==> config.mk <==
export PLATFORM = sky130hd
export DESIGN_NAME = match_based_pwm_timer
export DESIGN_NICKNAME = d
export VERILOG_FILES = /design/src/pwm_timer_pkg.sv /design/src/match_based_pwm_timer.sv
export VERILOG_INCLUDE_DIRS = /design/src
export SDC_FILE = /design/constraint.sdc
export NUM_CORES = 1
export LEC_CHECK = 0
export ABC_AREA = 1
export BUFFER_PORTS_ARGS = -buffer_cell sky130_fd_sc_hd__buf_4
export CAP_MARGIN = 40
export CORE_ASPECT_RATIO = 1.5
export CORE_MARGIN = 2
export CORE_UTILIZATION = 65
export CTS_CLUSTER_DIAMETER = 50
export CTS_CLUSTER_SIZE = 28
export DETAILED_ROUTE_END_ITERATION = 10
export PLACE_DENSITY = 0.83
export SYNTH_ARGS = -nofsm -noshare
export SYNTH_HDL_FRONTEND = slang
export SYNTH_SLANG_ARGS = --single-unit
==> constraint.sdc <==
create_clock -name clk -period 5.4 [get_ports clk]
set_input_delay 0.27 -clock clk [delete_from_list [all_inputs] [get_ports clk]]
set_output_delay 0.27 -clock clk [all_outputs]
set_load 0.1 [all_outputs]
==> src/pwm_timer_regs.svh <==
// Register offsets, field positions, reset values and sizes of the PWM timer.
// Behaviour
// - A 32-bit count steps once per wrap of a 32-bit prescaler.
// - Seven match registers serve six single or three double-edge outputs.
// - In PWM mode a cycle match resets the count and sets the period.
// - Single-edge outputs rise at each cycle match unless held low.
// - Each single-edge output has one match register for its falling edge.
// - Each double-edge output has two match registers for its two edges.
// - Rise before fall gives a positive pulse, fall first a negative one.
// - Each match may request an enabled interrupt while counting goes on.
// - Each match may stop or reset the counter, with or without interrupt.
// - In PWM mode released match values take effect only at a cycle boundary; in timer mode at once.
// - Period and width may be any count value up to the counter width.
// - All PWM outputs share the one period of the cycle match register.
// - Without PWM mode the block is a plain timer with no PWM waveforms.
`ifndef PWM_TIMER_REGS_SVH
`define PWM_TIMER_REGS_SVH

`define PWM_NUM_MATCH      7
`define PWM_NUM_OUT        6

`define PWM_OFS_CTRL       8'h00
`define PWM_OFS_COUNT      8'h04
`define PWM_OFS_PRESCALE   8'h08
`define PWM_OFS_PRECOUNT   8'h0c
`define PWM_OFS_MATCHCTRL  8'h10
`define PWM_OFS_FLAGS      8'h14
`define PWM_OFS_OUTCTRL    8'h18
`define PWM_OFS_RELEASE    8'h1c
`define PWM_OFS_MATCH0     8'h20

`define PWM_CTRL_ENABLE    0
`define PWM_CTRL_RESET     1
`define PWM_CTRL_PWMMODE   2

`define PWM_MC_IRQ         0
`define PWM_MC_RESET       1
`define PWM_MC_STOP        2

`define PWM_OC_ENABLE_LSB  8

`define PWM_RESET_WORD     32'h0000_0000

`endif

==> src/pwm_timer_pkg.sv <==
// Types shared by the PWM timer and its bench.
`default_nettype none
package pwm_timer_pkg;
   typedef logic [31:0] word_t;

   typedef struct packed {
      logic       cyc;
      logic       stb;
      logic       we;
      logic [7:0] adr;
      logic [3:0] sel;
      word_t      dat;
   } wb_req_s;

   typedef struct packed {
      logic  ack;
      word_t dat;
   } wb_rsp_s;

   typedef struct packed {
      logic                enable;
      logic                cntReset;
      logic                pwmMode;
      word_t               count;
      word_t               prescale;
      word_t               preCount;
      logic [6:0][31:0]    shadow;
      logic [6:0][31:0]    active;
      logic [6:0]          irqEn;
      logic [6:0]          resetOn;
      logic [6:0]          stopOn;
      logic [6:0]          flags;
      logic [5:0]          dblEdge;
      logic [5:0]          outEn;
      logic [6:0]          relPend;
      logic [5:0]          pwm;
      logic [5:0]          pins;
      logic                irq;
      wb_rsp_s             rsp;
   } state_s;
endpackage : pwm_timer_pkg
`default_nettype wire

==> src/match_based_pwm_timer.sv <==
// Match-based PWM timer with a classic Wishbone register slave.
`include "pwm_timer_regs.svh"
`default_nettype none
module match_based_pwm_timer (
   input  wire logic                  clk,     // 10 MHz clock.
   input  wire logic                  reset_n, // Asynchronous reset.
   input  wire pwm_timer_pkg::wb_req_s wbReq,  // Bus request.
   output var  pwm_timer_pkg::wb_rsp_s wbRsp,  // Bus answer.
   output logic [5:0]                 pwmPin,  // Gated PWM outputs.
   output logic                       irq      // Match interrupt.
);
   import pwm_timer_pkg::*;

   state_s      state_reg;
   state_s      state_next;
   logic        tick;
   logic        cycMatch;
   logic [6:0]  matchHit;
   logic        access;
   logic [31:0] wmask;
   logic [31:0] rdata;
   logic        mapped;
   logic [2:0]  matchIdx;

   // A prescaler wrap is the only moment the counter may step. The wrap
   // also fires past the limit, so lowering the prescale on the fly
   // cannot strand the divider for a full 32-bit lap.
   assign tick = state_reg.enable && !state_reg.cntReset &&
                 (state_reg.preCount >= state_reg.prescale);

   // Matches are judged on the live count only at a prescaler wrap.
   always_comb begin
      for (int i = 0; i < `PWM_NUM_MATCH; i++) begin
         matchHit[i] = tick &&
                       (state_reg.count == state_reg.active[i]);
      end
   end

   // The cycle match ends the period whenever PWM mode is on.
   assign cycMatch = matchHit[0] &&
                     (state_reg.pwmMode || state_reg.resetOn[0]);

   // A new request is taken when no answer is pending.
   assign access = wbReq.cyc && wbReq.stb && !state_reg.rsp.ack;
   assign matchIdx = 3'((wbReq.adr - `PWM_OFS_MATCH0) >> 2);
   assign wmask = {{8{wbReq.sel[3]}}, {8{wbReq.sel[2]}},
                   {8{wbReq.sel[1]}}, {8{wbReq.sel[0]}}};

   // Read decode; unmapped addresses answer with zero.
   always_comb begin
      rdata  = `PWM_RESET_WORD;
      mapped = 1'b1;
      case (wbReq.adr)
         `PWM_OFS_CTRL:      rdata = {29'h0, state_reg.pwmMode,
                                      state_reg.cntReset, state_reg.enable};
         `PWM_OFS_COUNT:     rdata = state_reg.count;
         `PWM_OFS_PRESCALE:  rdata = state_reg.prescale;
         `PWM_OFS_PRECOUNT:  rdata = state_reg.preCount;
         `PWM_OFS_MATCHCTRL: begin
            for (int i = 0; i < `PWM_NUM_MATCH; i++) begin
               rdata[3*i+`PWM_MC_IRQ]   = state_reg.irqEn[i];
               rdata[3*i+`PWM_MC_RESET] = state_reg.resetOn[i];
               rdata[3*i+`PWM_MC_STOP]  = state_reg.stopOn[i];
            end
         end
         `PWM_OFS_FLAGS:     rdata = {25'h0, state_reg.flags};
         `PWM_OFS_OUTCTRL:   rdata = {18'h0, state_reg.outEn,
                                      2'h0, state_reg.dblEdge};
         `PWM_OFS_RELEASE:   rdata = {25'h0, state_reg.relPend};
         default: begin
            // The upper bound keeps higher addresses from aliasing onto
            // the match registers through the three-bit index.
            if (wbReq.adr >= `PWM_OFS_MATCH0 && wbReq.adr[1:0] == 2'h0 &&
                wbReq.adr < 8'(`PWM_OFS_MATCH0 + 4 * `PWM_NUM_MATCH)) begin
               rdata = state_reg.shadow[matchIdx];
            end else begin
               mapped = 1'b0;
            end
         end
      endcase
   end

   // Next-state logic: counting, matches, outputs and register writes.
   always_comb begin
      logic [6:0] clearFlags;
      logic [6:0] relSet;
      logic       doReset;
      logic       doStop;
      logic       setOut;
      logic       clrOut;
      clearFlags = 7'h0;
      relSet     = 7'h0;
      doReset    = 1'b0;
      doStop     = 1'b0;
      setOut     = 1'b0;
      clrOut     = 1'b0;
      state_next = state_reg;

      // Bus answer is one cycle after the request is taken.
      state_next.rsp.ack = access;
      state_next.rsp.dat = access && !wbReq.we ? rdata : `PWM_RESET_WORD;

      // Prescaler divides the clock before each count step.
      if (state_reg.cntReset) begin
         state_next.preCount = `PWM_RESET_WORD;
      end else if (state_reg.enable) begin
         state_next.preCount = tick ? `PWM_RESET_WORD
                                    : state_reg.preCount + 32'h1;
      end

      // Reset and stop actions per match; counting goes on otherwise.
      for (int i = 0; i < `PWM_NUM_MATCH; i++) begin
         if (matchHit[i] && state_reg.resetOn[i]) begin
            doReset = 1'b1;
         end
         if (matchHit[i] && state_reg.stopOn[i]) begin
            doStop = 1'b1;
         end
      end
      if (cycMatch) begin
         doReset = 1'b1;
      end
      if (state_reg.cntReset) begin
         state_next.count = `PWM_RESET_WORD;
      end else if (tick) begin
         // A stopping match leaves the count on the matched value unless a reset fires on the same wrap.
         if (doReset) begin
            state_next.count = `PWM_RESET_WORD;
         end else if (!doStop) begin
            state_next.count = state_reg.count + 32'h1;
         end
      end
      if (doStop) begin
         state_next.enable = 1'b0;
      end

      // Match flags are sticky; a new match beats a same-cycle clear.
      if (access && wbReq.we && wbReq.adr == `PWM_OFS_FLAGS) begin
         clearFlags = wbReq.dat[6:0] & wmask[6:0];
      end
      state_next.flags = (state_reg.flags & ~clearFlags) |
                         matchHit;

      // Released match values enter at the period boundary only, so a
      // half-written pair can never produce a stray edge. In plain timer
      // mode there is no pulse to protect and release is immediate.
      for (int i = 0; i < `PWM_NUM_MATCH; i++) begin
         if (state_reg.relPend[i] && (cycMatch || !state_reg.pwmMode)) begin
            state_next.active[i]  = state_reg.shadow[i];
            state_next.relPend[i] = 1'b0;
         end
      end

      // Output k goes high at the cycle match (single edge) or at match k
      // (double edge) and low at match k+1; the fall wins a tie, and a
      // single-edge output whose match k+1 is zero never rises.
      for (int k = 0; k < `PWM_NUM_OUT; k++) begin
         if (state_reg.dblEdge[k] && k != 0) begin
            setOut = matchHit[k];
         end else begin
            setOut = cycMatch && state_reg.active[k+1] != 32'h0;
         end
         clrOut = matchHit[k+1];
         if (!state_reg.pwmMode) begin
            state_next.pwm[k] = 1'b0;
         end else if (clrOut) begin
            state_next.pwm[k] = 1'b0;
         end else if (setOut) begin
            state_next.pwm[k] = 1'b1;
         end
      end

      // Register writes; byte lanes honoured on wide fields.
      if (access && wbReq.we) begin
         case (wbReq.adr)
            `PWM_OFS_CTRL: begin
               if (wbReq.sel[0]) begin
                  state_next.enable   = wbReq.dat[`PWM_CTRL_ENABLE];
                  state_next.cntReset = wbReq.dat[`PWM_CTRL_RESET];
                  state_next.pwmMode  = wbReq.dat[`PWM_CTRL_PWMMODE];
               end
            end
            `PWM_OFS_COUNT: begin
               state_next.count = (state_reg.count & ~wmask) |
                                  (wbReq.dat & wmask);
            end
            `PWM_OFS_PRESCALE: begin
               state_next.prescale = (state_reg.prescale & ~wmask) |
                                     (wbReq.dat & wmask);
            end
            `PWM_OFS_MATCHCTRL: begin
               for (int i = 0; i < `PWM_NUM_MATCH; i++) begin
                  if (wmask[3*i]) begin
                     state_next.irqEn[i]   = wbReq.dat[3*i+`PWM_MC_IRQ];
                     state_next.resetOn[i] = wbReq.dat[3*i+`PWM_MC_RESET];
                     state_next.stopOn[i]  = wbReq.dat[3*i+`PWM_MC_STOP];
                  end
               end
            end
            `PWM_OFS_OUTCTRL: begin
               if (wbReq.sel[0]) begin
                  state_next.dblEdge = wbReq.dat[5:0];
               end
               if (wbReq.sel[1]) begin
                  state_next.outEn =
                     wbReq.dat[`PWM_OC_ENABLE_LSB +: 6];
               end
            end
            `PWM_OFS_RELEASE: begin
               if (wbReq.sel[0]) begin
                  relSet = wbReq.dat[6:0];
               end
            end
            default: begin
               if (mapped && wbReq.adr >= `PWM_OFS_MATCH0) begin
                  state_next.shadow[matchIdx] =
                     (state_reg.shadow[matchIdx] & ~wmask) |
                     (wbReq.dat & wmask);
               end
            end
         endcase
      end
      // A software release beats the hardware clear of the same cycle.
      state_next.relPend = state_next.relPend | relSet;

      // Pins are gated copies of the waveforms, held in flip-flops.
      state_next.pins = state_next.pwm & state_next.outEn;

      // The request follows the flags and enables that will be held next,
      // so a mask write takes effect on the same edge as the flags.
      state_next.irq = |(state_next.flags & state_next.irqEn);
   end

   // The whole state registers here.
   always_ff @(posedge clk or negedge reset_n) begin
      if (!reset_n) begin
         state_reg <= '0;
      end else begin
         state_reg <= state_next;
      end
   end

   assign wbRsp  = state_reg.rsp;
   assign pwmPin = state_reg.pins;
   assign irq    = state_reg.irq;
endmodule : match_based_pwm_timer
`default_nettype wire

-- After elaboration in Yosys (flattened, before gate mapping)
Cells that the tools add are included.
- add/subtract/negate cells: 3
- $lt $le $gt $ge: 5
- eq/ne operators: 14
- muxes and demuxes: 99
- bitwise operators: 16
- reduce and logical (&&, ||, !) cells: 72
- operator list (cell ; number):
    2-to-1 mux 32 bit ; 13
    bitwise mux 224 bit ; 1
    == test 32 bit ; 7
    nonzero test 32 bit ; 6
    case mux 21 bit (8 select lines) ; 1
    AND 32 bit ; 4
    binary-select mux 32 bit (select 3 bit) ; 1
    demux 32 bit (select 3 bit) ; 1
    bitwise OR 32 bit ; 3
    2-to-1 mux 1 bit ; 69
    2-to-1 mux 67 bit ; 1
    adder 32 x 1 -> 32 bit, second input constant ; 2
    logical AND 1 bit ; 46
    case mux 11 bit (4 select lines) ; 1
    2-to-1 mux 21 bit ; 2
    == test 8 x 5 -> 1 bit, second input constant ; 4
    >= comparator 32 bit ; 1
    inverter 32 bit ; 1
    2-to-1 mux 7 bit ; 4
    AND 7 bit ; 3
    2-to-1 mux 6 bit ; 3
    AND reduction 3 bit ; 6
    == test 8 x 4 -> 1 bit, second input constant ; 2
    bitwise OR 7 bit ; 2
    other kinds (20) ; 25
- flip-flop bits (word level): 640
- bits of input ports: 49
- output and inout bits: 40
- word-level logic and storage cells: 245

-- Logic depth before layout (Yosys ltp)
- depth after elaboration: 18
- depth in mapped cells: 25
- depth with buffers taken out: 23

-- Worst setup path before layout
OpenSTA, ideal clock, no wires.
- path kind: reg2reg
- from: reg state_reg[570] (netlist name)
- to: reg (tool-made name)
- library setup time: 118 ps
- arrival: 2431 ps
- data required time: 5282 ps
- path slack: 2851 ps
- cell stages (with the launch flop): 19
- buffers on the path: 3
- period minus slack after synthesis: 2549 ps
- path through: dfrtp_1 -> ha_1 -> a21oi_1 -> nor2_1 -> nor2_1 -> nand3_1 -> nor2_1 -> nand2_1 -> buf_2 -> nand4_1 -> nand2_1 -> nor2_1 -> nand2_1 -> nor2_2 -> buf_6 -> buf_6 -> nand4_1 -> nand3_1 -> nand2_1
- RTL lines (what ; line ; text):
    from (decl) ; match_based_pwm_timer.sv:14 ; state_s state_reg;
    from (signal assigned) ; match_based_pwm_timer.sv:239 ; state_reg <= state_next;

==> key figures <==
Place
  • Buffers on Ports: 88
  • Hpwl dp: 76.3 mm
  • Setup WS pre-CTS: 1.55 ns
  • GP Congestion: 1.03
  • Placed insts: 4,458

Clock tree
  • Post-CTS sizing: 0
  • Longest Clk Path Bufs: 3
  • CTS root buffer: clkbuf_16
  • Clock buffer count from CTS: 41
  • Hold_buf cts: 29
  • CTS tree: yes
  • Worst-path clk slew: 0.09 ns
  • Worst-Skew Late Latency: 0.60 ns
  • # Post-CTS Setup Buffers: 0
  • H-tree depth: 2
  • CTS sink cnt: 640

Floorplan
  • Initial Utilization: 65.9%
  • Placeable Area: 0.0497 mm²
  • I/O pin count: 89
  • Die ar.: 0.0522 mm²
  • DIE WIDTH: 187 µm
  • Cell Rows: 100
  • Die H: 279 µm

Setup path
  • Arr. time, crit path: 4.45 ns
  • Critical setup path kind: reg -> reg
  • Worst Setup Start Kind: flip-flop
  • Worst Path Max Fanout: 17
  • Largest delay share family, worst path: simple AND/OR/NAND/NOR gates
  • Cell mode on critical path: nor2_1
  • Critical path's slowest cell: nor2_2
  • CP cell instances: ha_1 -> a21oi_1 -> nor2_1 -> nor2_1 -> nand3_1 -> nor2_1 -> nand2_1 -> nand4_2 -> nand2_1 -> nor2_1 -> nand3b_1 -> nor2_2 -> buf_4 -> nand3_1 -> a21oi_1
  • Worst path bufs/invs: 1
  • Slowest stage delay, CP: 0.63 ns
  • Worst Setup End Kind: flip-flop
  • Worst EP required: 5.90 ns

Routing
  • Routed via count: 29,100
  • Max Used Layer: met5
  • Wire length on met3: 11.7 mm
  • DR WL/cell: 23.5 µm
  • First drt pass iteration count: 6
  • Initial DRC count: 3,601
  • Vias per inst: 6.39
  • Detail Route Antenna Nets: 0
  • Met2 wire length: 48.6 mm
  • DRC violations left: 0
  • Drt total wl: 107 mm
  • DRT met1 WL: 37.7 mm

Power and ir drop
  • Net switching power figure: 2450 µW
  • Clk pwr share: 38.3%
  • Sw Share: 26.8%
  • Internal power: 6690 µW
  • Comb power frac: 8.1%
  • Flop pwr share: 53.6%
  • VDD IR max: 0.299 mV
  • Power per standard cell area: 258 mW/mm²
  • P_leak: 0.0169 µW
  • Design Power: 9140 µW

Cells and area
  • Max reg flops: 536
  • FILL cells: 3,726
  • Total Nets Final: 3,953
  • Number of diodes: 0
  • Multi-input logic area: 0.0139 mm²
  • Area growth syn-to-layout: 8.47%
  • Non-filler instance count after layout: 4,561
  • Register area: 0.0160 mm²
  • Fraction of layout cells with a size suffix above 1: 8.98%

Global route
  • Total GRT Usage: 41.2%
  • Grt ovf: 0
  • Pin count of the biggest net entering global routing: 163
  • Vias in the first global route: 28,200
  • First-pass GRT wire length: 164 mm
  • Initial antenna violation count: 2

Synthesis
  • Synthesized flop and latch total: 640
  • Register area share after synthesis: 48.9%
  • Count of different cell masters after synthesis: 53
  • Post-synth net total: 3,957
  • Syn_area_per_cell: 8.45 µm²
  • Mapped Cells: 3,874
  • Mapped Area: 0.0327 mm²
  • Synth warnings: 0

Timing
  • Final setup violation count: 0
  • Max-slew headroom: 35.3%
  • Tmin final: 3.95 ns
  • Setup TNS: 0 ns
  • Slew @ Worst Pin: 0.971 ns
  • Fin crit share: 73.1%
  • Slack of the critical path: 1.45 ns
  • Max-slew violations: 0
  • Hold Slack: 0.00723 ns
  • RSZ-0062 raised after global routing: no
  • Final hold violations: 0
  • Max Fclk: 0.253 GHz
  • Clk_skew: 0.0327 ns

Flow run
  • Max Cap Viol: 0

Hold path
  • Hold Crit Class: in -> reg

Outcome
  • Status: complete, no violations
==> per-stage QoR <==
step / cell area [µm²] / utilization [%]
after floorplan: 32700 / -
final: 35500 / 71.5
after global routing: 35500 / 71.5
after CTS: 35500 / 71.4
after global placement: 33600 / 67.6
after detailed placement: 33800 / 68.0
==> layout by cell type (no fill, tap or decap), types with 69 or more instances in the layout <==
cell,netlist,routed
dfrtp_1,640,640
inv_1,420,420
xnor2_1,81,81
o22ai_1,122,122
o21ai_0,543,543
nor2_1,230,225
a21oi_1,79,79
nand2_1,866,860
xor2_1,154,154
nand3_1,69,69
buf_4,47,148
==> synthesized netlist by cell type, drive strengths merged <==
cell | instances | share of area, %
a41oi | 4 | 0.11
a31o | 1 | 0.027
xor2 | 154 | 4.1
o22ai | 122 | 2.3
a21oi | 79 | 1.2
o21a | 2 | 0.046
nor3 | 37 | 0.65
nand4 | 63 | 1.3
a31oi | 5 | 0.096
and2 | 1 | 0.019
buf | 117 | 2.2
clkbuf | 125 | 1.4
and3 | 1 | 0.019
nand3b | 3 | 0.069
mux2 | 67 | 2.3
a21boi | 1 | 0.034
inv | 425 | 4.9
a32o | 1 | 0.031
a22oi | 15 | 0.34
o32ai | 2 | 0.054
clkinv | 2 | 0.023
o2111ai | 4 | 0.11
a21o | 2 | 0.046
o211ai | 2 | 0.046
nand2 | 869 | 10
xnor2 | 81 | 2.2
or2 | 5 | 0.096
nor2 | 236 | 2.8
dfrtp | 640 | 49
ha | 34 | 1.3
or4 | 4 | 0.092
o21bai | 10 | 0.23
nand3 | 74 | 1.2
nor4 | 55 | 1.1
a2111oi | 14 | 0.37
a221oi | 15 | 0.40
a211oi | 18 | 0.41
o221ai | 41 | 1.1
o21ai | 543 | 8.3
==> cell families after synthesis <==
| group | synth area share (%) |
|---|---|
| xor gates and xnor gates | 6.29 |
| AOI/OAI and AO/OA | 15.3 |
| buffers and inverters | 8.57 |
| and+or+nand+nor | 17.3 |
| adders and majority gates | 1.30 |
| DFF | 48.9 |
| muxes | 2.31 |
==> tightest hold or removal path, delay by kind of cell <==
family | cells | cell delay [ns]
and+or+nand+nor | 2 | 0.18
buffers and inverters | 1 | 0.10
==> power by group through the flow <==
stage	Combinational, µW	Sequential, µW	Clock [µW]
2_1_floorplan	349	4980	0
3_3_place_gp	679	4990	0
3_5_place_dp	688	4990	0
4_1_cts	710	4900	3490
5_1_grt	785	4910	3670
6_report	738	4900	3500
==> worst paths after layout <==
kind | startpoint | to | slack, ns | depth (start not counted)
max | state_reg[570]$_DFFE_PN0P_ | flip-flop | 1.45 | 15
min | wbReq[15] | state_reg[91]$_DFF_PN0_ | 0.007 | 3
max reg2reg | state_reg[570]$_DFFE_PN0P_ | flip-flop | 1.45 | 15
min reg2reg | flip-flop | flip-flop | 0.49 | 2
max in group asynchronous | reset_n | state_reg[123]$_DFFE_PN0P_ | 3.65 | 3
min in group asynchronous | reset_n | state_reg[521]$_DFFE_PN0P_ | 0.33 | 2
==> layer usage <==
metal / vias up / global-route usage [%]
met1: 13800 / 50.4
met4: 4 / 29.9
li1: 12800 / -
met5: - / 0
met2: 2017 / 64.9
met3: 519 / 8.95
==> layout make-up <==
type | instances | share of cell area, %
inverter | 427 | 4.52
clock inverter | 27 | 1.01
multi-input combinational | 2565 | 39.3
clock buffer | 44 | 2.98
tap | 663 | 2.34
timing repair buffer | 195 | 4.77
sequential | 640 | 45.1
No activity file was read; power rests on OpenSTA's default activity.
